`src/brsc_pkg.sv`:
```
// package of the board reset source controller: register map, field
// positions, reset values and timing constants.
// assumes a 100 MHz system clock and a 32-bit Avalon-MM register port.
package brsc_pkg;

  // ************************************************************
  // clock and timing
  // ************************************************************
  localparam int unsigned CLK_HZ        = 100_000_000;
  localparam int unsigned CLK_PER_MS    = CLK_HZ / 1000;
  localparam int unsigned POR_HOLD_MS   = 140;
  localparam int unsigned POR_HOLD_CYC  = POR_HOLD_MS * CLK_PER_MS;
  localparam int unsigned SW_PULSE_MS   = 200;
  localparam int unsigned SW_PULSE_CYC  = SW_PULSE_MS * CLK_PER_MS;
  localparam int unsigned FP_HOLD_S     = 3;
  localparam int unsigned FP_HOLD_CYC   = FP_HOLD_S * CLK_HZ;
  localparam int unsigned CHIP_RST_NS   = 1000;
  localparam int unsigned CHIP_RST_CYC  = (CHIP_RST_NS * 100 + 999) / 1000;
  localparam int unsigned SOFT_RST_NS   = 1000;
  localparam int unsigned SOFT_RST_CYC  = (SOFT_RST_NS * 100 + 999) / 1000;
  localparam int unsigned CNT_W         = 32;

  // ************************************************************
  // register map (byte addresses)
  // ************************************************************
  localparam logic [7:0] CTRL_OFS      = 8'h00;
  localparam logic [7:0] SW_HARD_OFS   = 8'h04;
  localparam logic [7:0] PROC_INIT_OFS = 8'h08;
  localparam logic [7:0] CHIP_RST_OFS  = 8'h0c;
  localparam logic [7:0] SOURCE_OFS    = 8'h10;

  // control register fields
  localparam int unsigned WDA_EN_BIT   = 0;
  localparam int unsigned WDB_EN_BIT   = 1;
  localparam logic [1:0]  CTRL_RST     = 2'h0;

  // trigger bit of the write-to-act registers
  localparam int unsigned TRIG_BIT     = 0;

  // reset source register: one bit per source
  localparam int unsigned NSRC         = 7;
  localparam int unsigned SRC_POWER    = 0;
  localparam int unsigned SRC_PANEL    = 1;
  localparam int unsigned SRC_BACKPL   = 2;
  localparam int unsigned SRC_WDOG     = 3;
  localparam int unsigned SRC_SWHARD   = 4;
  localparam int unsigned SRC_BRSEC    = 5;
  localparam int unsigned SRC_BRCHIP   = 6;
  localparam logic [6:0]  SOURCE_RST   = 7'h01;

  // number of asynchronous inputs passed through the synchroniser
  localparam int unsigned NSYNC        = 6;

endpackage

```
`src/brsc_sync.sv`:
```
// two-flop synchroniser, one lane per bit.
// assumes the inputs are asynchronous levels; nothing reads stage one.
`timescale 1ns/1ps
module brsc_sync #(
  parameter int unsigned W = 1
) (
  // clock and reset
  input  wire logic         clk_i,
  input  wire logic         rst_i,
  // data
  input  wire logic [W-1:0] async_i,
  output logic      [W-1:0] sync_o
);

  genvar g;
  generate
    for (g = 0; g < W; g++)
    begin : lane
      logic meta_reg;
      always_ff @(posedge clk_i or posedge rst_i)
      begin
        if (rst_i)
        begin
          meta_reg  <= 1'b0;
          sync_o[g] <= 1'b0;
        end
        else
        begin
          meta_reg  <= async_i[g];
          sync_o[g] <= meta_reg;
        end
      end
    end
  endgenerate

endmodule

```
`src/brsc_top.sv`:
```
// board reset source controller: merges seven reset sources into a board
// hard reset and a processor-only soft reset, stretches them, and keeps a
// software-readable record of the source of the last hard reset.
// assumes a 100 MHz clock and an always-powered reset rst_i that this
// block's own hard reset outputs never feed back into.
//
// How it works
// - hard reset resets processor and all peripherals
// - soft reset resets processor only
// - seven separate reset sources accepted
// - power-up holds hard reset 140-560 ms
// - undervoltage holds reset until 140 ms after
// - panel switch acts after held over 3 s
// - panel reset lasts while switch stays pressed
// - bridge secondary reset becomes board hard reset
// - enabled watchdog expiry gives hard reset
// - legacy port write gives 200 ms hard reset
// - legacy port reset spares the bridge
// - processor init write gives soft reset
// - secondary bit resets buffers and board, not bridge
// - chip reset bit resets all but the bridge buffers, then self-clears
// - reset source register names the cause
//
// The register offsets and register access over Avalon-MM are this design's own decisions.
`timescale 1ns/1ps
module brsc_top
  import brsc_pkg::*;
#(
  parameter int unsigned POR_CYC = brsc_pkg::POR_HOLD_CYC,
  parameter int unsigned SW_CYC  = brsc_pkg::SW_PULSE_CYC,
  parameter int unsigned FP_CYC  = brsc_pkg::FP_HOLD_CYC
) (
  // clock and reset
  input  wire logic        clk_i,
  input  wire logic        rst_i,
  // avalon-mm register port
  input  wire logic [7:0]  avs_address_i,
  input  wire logic        avs_read_i,
  input  wire logic        avs_write_i,
  input  wire logic [3:0]  avs_byteenable_i,
  input  wire logic [31:0] avs_writedata_i,
  output logic      [31:0] avs_readdata_o,
  output logic             avs_waitrequest_o,
  // asynchronous reset sources
  input  wire logic        power_good_i,
  input  wire logic        panel_switch_n_i,
  input  wire logic        backplane_pushbutton_reset_n_i,
  input  wire logic        bridge_sec_reset_n_i,
  input  wire logic        wdog_a_expired_i,
  input  wire logic        wdog_b_expired_i,
  // reset outputs, active high
  output logic             cpu_reset_o,
  output logic             periph_reset_o,
  output logic             bridge_reset_o,
  output logic             bridge_buf_reset_o
);

  import brsc_pkg::*;

  // ************************************************************
  // input synchronisers
  // ************************************************************
  logic [NSYNC-1:0] raw;
  logic [NSYNC-1:0] syn;
  logic             pg_s;
  logic             panel_s;
  logic             backplane_pushbutton_reset_s;
  logic             sec_s;
  logic             wda_s;
  logic             wdb_s;

  // power good enters uninverted so a cleared stage reads as undervoltage
  assign raw = {wdog_b_expired_i, wdog_a_expired_i, ~bridge_sec_reset_n_i,
                ~backplane_pushbutton_reset_n_i, ~panel_switch_n_i,
                power_good_i};

  brsc_sync #(
    .W       (NSYNC)
  ) u_sync (
    .clk_i   (clk_i),
    .rst_i   (rst_i),
    .async_i (raw),
    .sync_o  (syn)
  );

  // undervoltage reads as asserted until the synchroniser has filled
  assign pg_s    = ~syn[0];
  assign panel_s = syn[1];
  assign backplane_pushbutton_reset_s  = syn[2];
  assign sec_s   = syn[3];
  assign wda_s   = syn[4];
  assign wdb_s   = syn[5];

  // ************************************************************
  // register port
  // ************************************************************
  logic             wait_reg;
  logic [31:0]      rdata_reg;
  logic [1:0]       ctrl_reg;
  logic             wr_go;
  logic             rd_go;
  logic             trig_wr;
  logic             sw_hard_wr;
  logic             proc_init_wr;
  logic             chip_wr;
  logic [NSRC-1:0]  source_reg;
  logic [CNT_W-1:0] sw_cnt_reg;
  logic [CNT_W-1:0] soft_cnt_reg;
  logic [CNT_W-1:0] chip_cnt_reg;
  logic             sw_on;
  logic             soft_on;
  logic             chip_on;

  // every access is answered in the cycle after it is first seen
  assign wr_go   = avs_write_i & ~wait_reg;
  assign rd_go   = avs_read_i & ~wait_reg;
  assign trig_wr = wr_go & avs_byteenable_i[0] & avs_writedata_i[TRIG_BIT];
  assign sw_hard_wr   = trig_wr & (avs_address_i == SW_HARD_OFS);
  assign proc_init_wr = trig_wr & (avs_address_i == PROC_INIT_OFS);
  assign chip_wr      = trig_wr & (avs_address_i == CHIP_RST_OFS);

  always_ff @(posedge clk_i or posedge rst_i)
  begin
    if (rst_i)
      wait_reg <= 1'b1;
    else if ((avs_read_i | avs_write_i) & wait_reg)
      wait_reg <= 1'b0;
    else
      wait_reg <= 1'b1;
  end

  always_ff @(posedge clk_i or posedge rst_i)
  begin
    if (rst_i)
      ctrl_reg <= CTRL_RST;
    else if (wr_go & avs_byteenable_i[0] & (avs_address_i == CTRL_OFS))
      ctrl_reg <= avs_writedata_i[1:0];
  end

  // read data are loaded at the edge that drops waitrequest
  always_ff @(posedge clk_i or posedge rst_i)
  begin
    if (rst_i)
      rdata_reg <= 32'h0;
    else if ((avs_read_i | avs_write_i) & wait_reg)
    begin
      case (avs_address_i)
        CTRL_OFS:      rdata_reg <= {30'h0, ctrl_reg};
        SW_HARD_OFS:   rdata_reg <= {31'h0, sw_on};
        PROC_INIT_OFS: rdata_reg <= {31'h0, soft_on};
        CHIP_RST_OFS:  rdata_reg <= {31'h0, chip_on};
        SOURCE_OFS:    rdata_reg <= {25'h0, source_reg};
        default:       rdata_reg <= 32'h0;
      endcase
    end
  end

  assign avs_waitrequest_o = wait_reg;
  assign avs_readdata_o    = rdata_reg;

  // ************************************************************
  // software triggered pulses
  // ************************************************************
  assign sw_on   = (sw_cnt_reg != '0);
  assign soft_on = (soft_cnt_reg != '0);
  assign chip_on = (chip_cnt_reg != '0);

  // a second write during the pulse restarts it from full length
  always_ff @(posedge clk_i or posedge rst_i)
  begin
    if (rst_i)
      sw_cnt_reg <= '0;
    else if (sw_hard_wr)
      sw_cnt_reg <= CNT_W'(SW_CYC);
    else if (sw_on)
      sw_cnt_reg <= sw_cnt_reg - CNT_W'(1);
  end

  always_ff @(posedge clk_i or posedge rst_i)
  begin
    if (rst_i)
      soft_cnt_reg <= '0;
    else if (proc_init_wr)
      soft_cnt_reg <= CNT_W'(SOFT_RST_CYC);
    else if (soft_on)
      soft_cnt_reg <= soft_cnt_reg - CNT_W'(1);
  end

  // the chip reset bit reads one until the chip reset has run out
  always_ff @(posedge clk_i or posedge rst_i)
  begin
    if (rst_i)
      chip_cnt_reg <= '0;
    else if (chip_wr & ~chip_on)
      chip_cnt_reg <= CNT_W'(CHIP_RST_CYC);
    else if (chip_on)
      chip_cnt_reg <= chip_cnt_reg - CNT_W'(1);
  end

  // ************************************************************
  // power, undervoltage and watchdog stretch
  // ************************************************************
  logic [CNT_W-1:0] por_cnt_reg;
  logic             wd_hit;
  logic             por_on;

  assign wd_hit = (wda_s & ctrl_reg[WDA_EN_BIT]) |
                  (wdb_s & ctrl_reg[WDB_EN_BIT]);
  assign por_on = pg_s | (por_cnt_reg != '0);

  // the hold time is counted from the last cycle the cause was present
  always_ff @(posedge clk_i or posedge rst_i)
  begin
    if (rst_i)
      por_cnt_reg <= CNT_W'(POR_CYC);
    else if (pg_s | wd_hit)
      por_cnt_reg <= CNT_W'(POR_CYC);
    else if (por_cnt_reg != '0)
      por_cnt_reg <= por_cnt_reg - CNT_W'(1);
  end

  // ************************************************************
  // front panel switch
  // ************************************************************
  logic [CNT_W-1:0] fp_cnt_reg;
  logic             fp_on;

  // a bounce that releases the switch restarts the three second wait
  always_ff @(posedge clk_i or posedge rst_i)
  begin
    if (rst_i)
      fp_cnt_reg <= '0;
    else if (~panel_s)
      fp_cnt_reg <= '0;
    else if (fp_cnt_reg != CNT_W'(FP_CYC))
      fp_cnt_reg <= fp_cnt_reg + CNT_W'(1);
  end

  assign fp_on = panel_s & (fp_cnt_reg == CNT_W'(FP_CYC));

  // ************************************************************
  // reset outputs and source record
  // ************************************************************
  logic            hard_on;
  logic            bridge_on;
  logic            hard_prev_reg;
  logic [NSRC-1:0] src_now;
  logic            cpu_reset_reg;
  logic            periph_reset_reg;
  logic            bridge_reset_reg;
  logic            bridge_buf_reset_reg;

  // secondary reset covers backplane reset and remote writes alike
  assign hard_on   = por_on | fp_on | backplane_pushbutton_reset_s | sec_s |
                     sw_on | chip_on;
  assign bridge_on = por_on | fp_on | backplane_pushbutton_reset_s | chip_on;

  always_comb
  begin
    src_now             = '0;
    src_now[SRC_POWER]  = pg_s | (por_on & ~wd_hit);
    src_now[SRC_PANEL]  = fp_on;
    src_now[SRC_BACKPL] = backplane_pushbutton_reset_s;
    src_now[SRC_WDOG]   = wd_hit;
    src_now[SRC_SWHARD] = sw_on;
    src_now[SRC_BRSEC]  = sec_s & ~backplane_pushbutton_reset_s;
    src_now[SRC_BRCHIP] = chip_on;
  end

  always_ff @(posedge clk_i or posedge rst_i)
  begin
    if (rst_i)
      hard_prev_reg <= 1'b1;
    else
      hard_prev_reg <= hard_on;
  end

  // latched only as a hard reset begins, so later overlaps do not blur it
  always_ff @(posedge clk_i or posedge rst_i)
  begin
    if (rst_i)
      source_reg <= SOURCE_RST;
    else if (hard_on & ~hard_prev_reg)
      source_reg <= src_now;
  end

  always_ff @(posedge clk_i or posedge rst_i)
  begin
    if (rst_i)
    begin
      cpu_reset_reg        <= 1'b1;
      periph_reset_reg     <= 1'b1;
      bridge_reset_reg     <= 1'b1;
      bridge_buf_reset_reg <= 1'b0;
    end
    else
    begin
      cpu_reset_reg        <= hard_on | soft_on;
      periph_reset_reg     <= hard_on;
      bridge_reset_reg     <= bridge_on;
      bridge_buf_reset_reg <= sec_s & ~backplane_pushbutton_reset_s;
    end
  end

  assign cpu_reset_o        = cpu_reset_reg;
  assign periph_reset_o     = periph_reset_reg;
  assign bridge_reset_o     = bridge_reset_reg;
  assign bridge_buf_reset_o = bridge_buf_reset_reg;

endmodule

```
`config.mk`:
```
export PLATFORM = sky130hd
export DESIGN_NAME = brsc_top
export DESIGN_NICKNAME = d
export VERILOG_FILES = /design/src/brsc_pkg.sv /design/src/brsc_sync.sv /design/src/brsc_top.sv
export SDC_FILE = /design/constraint.sdc
export NUM_CORES = 1
export LEC_CHECK = 0
export CAP_MARGIN = 10
export CORE_MARGIN = 2
export CORE_UTILIZATION = 45
export DETAILED_ROUTE_END_ITERATION = 7
export DONT_BUFFER_PORTS = 1
export PLACE_DENSITY_LB_ADDON = 0.05
export RECOVER_POWER = 100
export SETUP_SLACK_MARGIN = 0.02
export SYNTH_ARGS = -nofsm -noshare
export SYNTH_HDL_FRONTEND = slang
export SYNTH_SLANG_ARGS = --single-unit
```
`constraint.sdc`:
```
create_clock -name clk_i -period 14.7 [get_ports clk_i]
set_input_delay 0.735 -clock clk_i [delete_from_list [all_inputs] [get_ports clk_i]]
set_output_delay 0.735 -clock clk_i [all_outputs]
set_load 0.05 [all_outputs]
```
# Word level (Yosys, flattened, before mapping)
# Cells that the tools add are included.
# W data, S select, Z words.
[classes]
muxes = 12
bitwise_logic = 36
n_addsub = 5
eq_ne = 7
reduce_logical = 9
[ops]
columns = ["cell", "n"]
rows = [
  ["$mux W32", 10],
  ["$reduce_bool A32 Y1", 4],
  ["$sub A32 B1 Y32 const B", 4],
  ["$pmux W7 S5", 1],
  ["$add A32 B1 Y32 const B", 1],
  ["$eq A32 B29 Y1 const B", 1],
  ["$ne A32 B29 Y1 const B", 1],
  ["$eq A8 B4 Y1 const B", 2],
  ["$and A1 B1 Y1", 15],
  ["$or A1 B1 Y1", 12],
  ["$not A1 Y1", 9],
  ["$eq A8 B3 Y1 const B", 1],
  ["$eq A8 B5 Y1 const B", 1],
  ["$logic_not A8 Y1", 1],
  ["$reduce_bool A2 Y1", 4],
  ["$ne A2 B2 Y1 const B", 1],
  ["$mux W1", 1],
]
[word_totals]
in_bits = 54
out_inout_bits = 37
elab_cells = 94
register_bits = 218

# Logic depth before layout (Yosys ltp)
[depth]
word_depth = 8
ltp_mapped = 9
depth_no_buf = 8

# Hierarchy
# From an unflattened synthesis, not the netlist that was laid out.
[hier_totals]
hier_cells = 957
hier_area_um2 = 9582.9
[by_module_without_submodules]
columns = ["mod", "area_each_um2", "cells_each", "seq_area_each_um2", "n_inst"]
rows = [
  ["brsc_top", 9278.9, 944, 4550.6, 1],
  ["brsc_sync", 304.0, 13, 300.3, 1],
]

# Worst setup path after synthesis
# Ideal clock, no wire load.
[synth_timing]
path_type = "reg2reg"
start = "reg sw_cnt_reg[12]"
end = "reg source_reg[3]"
path_slack_ns = 11.746
setup_time_ns = 0.136
path_buffers = 3
path_stages_with_launch = 10
required_ns = 14.564
synth_period_minus_slack_ns = 2.954
arrival_ns = 2.818
path_cell_list = "dfrtp_1 > or4_1 > buf_2 > or4_1 > clkbuf_2 > or4_1 > buf_2 > nor4_4 > a31oi_2 > mux2i_1"
[synth_via]
elab_chain_len = 4
[synth_lines]
columns = ["element", "line_no", "rtl"]
rows = [
  ["start, declared", "brsc_top.sv:107", "logic [CNT_W-1:0] sw_cnt_reg;"],
  ["start signal, assigned", "brsc_top.sv:174", "sw_cnt_reg <= CNT_W'(SW_CYC);"],
  ["start signal, assigned", "brsc_top.sv:176", "sw_cnt_reg <= sw_cnt_reg - CNT_W'(1);"],
  ["$reduce_bool A32 Y1", "brsc_top.sv:164", "assign sw_on = (sw_cnt_reg != '0);"],
  ["$or A1 B1 Y1", "brsc_top.sv:254", "assign hard_on = por_on | fp_on | backplane_pushbutton_reset_s | sec_s |"],
  ["$or A1 B1 Y1", "brsc_top.sv:255", "sw_on | chip_on;"],
  ["$and A1 B1 Y1", "brsc_top.sv:283", "else if (hard_on & ~hard_prev_reg)"],
  ["end signal, assigned", "brsc_top.sv:284", "source_reg <= src_now;"],
  ["end, declared", "brsc_top.sv:106", "logic [NSRC-1:0] source_reg;"],
]
# No other way between the ends.
# A chain may end at the register's enable or synchronous reset.

==> metrics.md <==
| Metric | Value |
|---|---|
| Worst EP required | `14.63 ns` |
| Vias per cell | `5.412` |
| Fin nets | `1,015` |
| Worst VDD drop | `0.00007570 V` |
| Final-report max-slew violation count | `196` |
| Max clock buf depth | `2` |
| Setup TNS | `0 ns` |
| Final Skew | `0.01506 ns` |
| Worst setup path class | `input port to async pin` |
| Post-synthesis compound-gate area fraction | `6.217%` |
| Core area | `20,960 sq um` |
| Initial antenna violation count | `0` |
| Warnings, synthesis | `0` |
| Die Height | `149.9 um` |
| Setup ws final | `8.289 ns` |
| CP Buf/Inv Count | `2` |
| Worst path arrival time | `6.35 ns` |
| Top-area cell type share of the netlist area | `45.98%` |
| Area growth from synthesis to layout | `7.981%` |
| Startpoint types | `input port` |
| First DRT Iteration DRCs | `298` |
| Placed insts | `1,206` |
| Largest family of logic cells by synthesized area | `simple AND/OR/NAND/NOR gates` |
| Ratio of final minimum period to clock period | `43.62%` |
| Average wire per standard cell | `15.50 um` |
| Fraction of registers with async set/reset | `100.0%` |
| Min Hold Slack | `0.3314 ns` |
| GPL Wtd Cong | `0.8023` |
| Post-CTS Setup Inserts | `0` |
| Share of layout cells above drive strength 1 | `5.705%` |
| Via Count | `6,705` |
| Netlist cell types | `51` |
| Slew margin rel. | `-308.4%` |
| Seq/Total Area, Yosys | `50.64%` |
| Horiz. Die Dim | `149.9 um` |
| # clock sinks | `193` |
| Row cnt | `53` |
| Global-route wire length before repair | `33,140 um` |
| Critical path fanouts, max | `139` |
| Top cell type by total area after synthesis | `dfrtp_1` |
| Fmax | `156.0 MHz` |
| Power per cell area | `129.2 nW/um^2` |
| Clock Latency Late Sink | `0.43 ns` |
| Worst path top cell family by delay | `buffers and inverters` |
| Post-Place Cell Area | `9759 sq um` |
| Largest net degree at the start of global routing | `140` |
| CTS resizes | `0` |
| Pleak | `0.003986 uW` |
| Seq cells post-synth | `193` |
| GRT Total Usage | `18.45%` |
| XOR/XNOR Fraction of Synth Area | `11.43%` |
| Adder-Cell Fraction of Synth Area | `1.306%` |
| Post-DP HPWL | `12,950 um` |
| Status | `finished, violations left` |
| Least-Margin Pin Slew | `6.093 ns` |
| Worst path slowest cell | `clkinvlp_2` |
| Final hold vios | `0` |
| Syn_area_per_cell | `10.02 sq um` |
| HP Class | `input port to register` |
| H-tree depth | `4` |
| Die Footprint | `22,470 sq um` |
| Cts hold-fix bufs | `0` |
| Commonest cells in the synthesized netlist | `dfrtp_1 (176), nor2_1 (104), xor2_1 (64)` |
| Residual DRC | `0` |
| Total grt overflow | `0` |
| Most common cell in the netlist | `dfrtp_1` |
| Pre-CTS WS | `11.45 ns` |
| Total CTS buffers | `17` |
| Post-Synth Simple-Gate Area | `25.04%` |
| Area contributors post-synth | `dfrtp_1 (46%), xor2_1 (5.9%), xnor2_1 (5.6%)` |
| Synth Flop Type | `dfrtp_1` |
| WL final | `19,200 um` |
| Slowest stage delay, CP | `3.36 ns` |
| Syn Std Cell Area | `9579 sq um` |
| CP Cell Sequence | `clkinvlp_2, clkbuf_1` |
| FILL cells | `1,960` |
| DRT antenna net count | `0` |
| RSZ-0062 raised after global routing | `no` |
| Port bufs | `0` |
| CTS tree | `yes` |
| Initial Util | `45.71%` |
| Antenna Cells | `0` |
| Root Buffer Master | `clkbuf_16` |
| Drt pass-1 iters | `6` |
| Crit end category | `async pin` |
| Post-route design area | `10,340 sq um` |
| Failing checks | `capacitance limit, slew limit` |
| Number of enable flip-flop cells after synthesis | `0` |
| Mapped Cells | `956` |
| Clock transition at path regs | `0.07 ns` |
| Max_cap viols | `2` |
| Mux contribution to synthesized area | `0.9796%` |
| Ports | `91` |
| Finish-stage setup viols | `0` |
| Vias in the first global route | `6,727` |
| Tmin final | `6.411 ns` |
| Final non-filler cell total | `1,239` |
-- cell families after synthesis --
kind of cell	Yosys count
flip-flops	193
multiplexers	9
adder cells (fa/ha/maj)	10
XOR/XNOR	125
AO/OA/AOI/OAI	90
buffers and inverters	85
other	1
AND/OR/NAND/NOR	443
-- per-stage QoR --
stage,utilization [%],total power (uW)
6_report,49.36,1336
5_1_grt,49.36,1412
4_1_cts,49.51,1353
3_5_place_dp,46.57,858.3
3_3_place_gp,46.57,848.9
2_1_floorplan,-,815.6
-- final timing paths --
check,startpoint,to,slack (ns),cells after the start
max reg2reg,sw_cnt_reg[12],source_reg[3],11.16,6
max,rst_i,sw_cnt_reg[7],8.29,2
max in group clk_i,sw_cnt_reg[12],source_reg[3],11.16,6
min reg2reg,u_sync.lane[1].meta_reg,u_sync.sync_o[1],0.35,0
min,power_good_i,u_sync.lane[0].meta_reg,0.33,0
min in group asynchronous,rst_i,chip_cnt_reg[16],2.10,1
-- where the power goes --
group	switching, uW	internal, uW
combinational	115	71.1
clock	198	290
sequential	65.2	597
-- cells in the final DEF, fill, tap and decap left out, drive strengths merged, types with 18 or more instances in the layout --
master / netlist / final
nand3: 37 / 37
conb: 1 / 25
or3: 26 / 26
nand4: 18 / 18
xor2: 64 / 64
nor2: 104 / 104
clkbuf: 26 / 26
nand2: 47 / 47
xnor2: 61 / 61
nor4: 35 / 35
and2: 31 / 31
dfrtp: 176 / 176
o21ai: 23 / 23
nor3: 54 / 54
inv: 32 / 32
-- routing by layer --
layer	GRT usage [%]	vias up	part of all wire (%)
met1	24.18	3316	47
li1	-	3280	-
met3	3.567	19	3.4
met2	30.59	90	48
met4	6.509	0	1.7
met5	0	-	0
-- area by class of cell --
class | count | area, sq um | share of cell area (%)
flip-flops and latches | 193 | 4851 | 46.90
multi-input cells | 702 | 4385 | 42.40
repair buffers | 5 | 26.28 | 0.2540
well taps | 275 | 344.1 | 3.326
clock buffers | 23 | 457.9 | 4.427
clock inverters | 9 | 157.7 | 1.524
inverters | 32 | 121.4 | 1.173
Note: power is estimated with default switching activity, not from simulation.
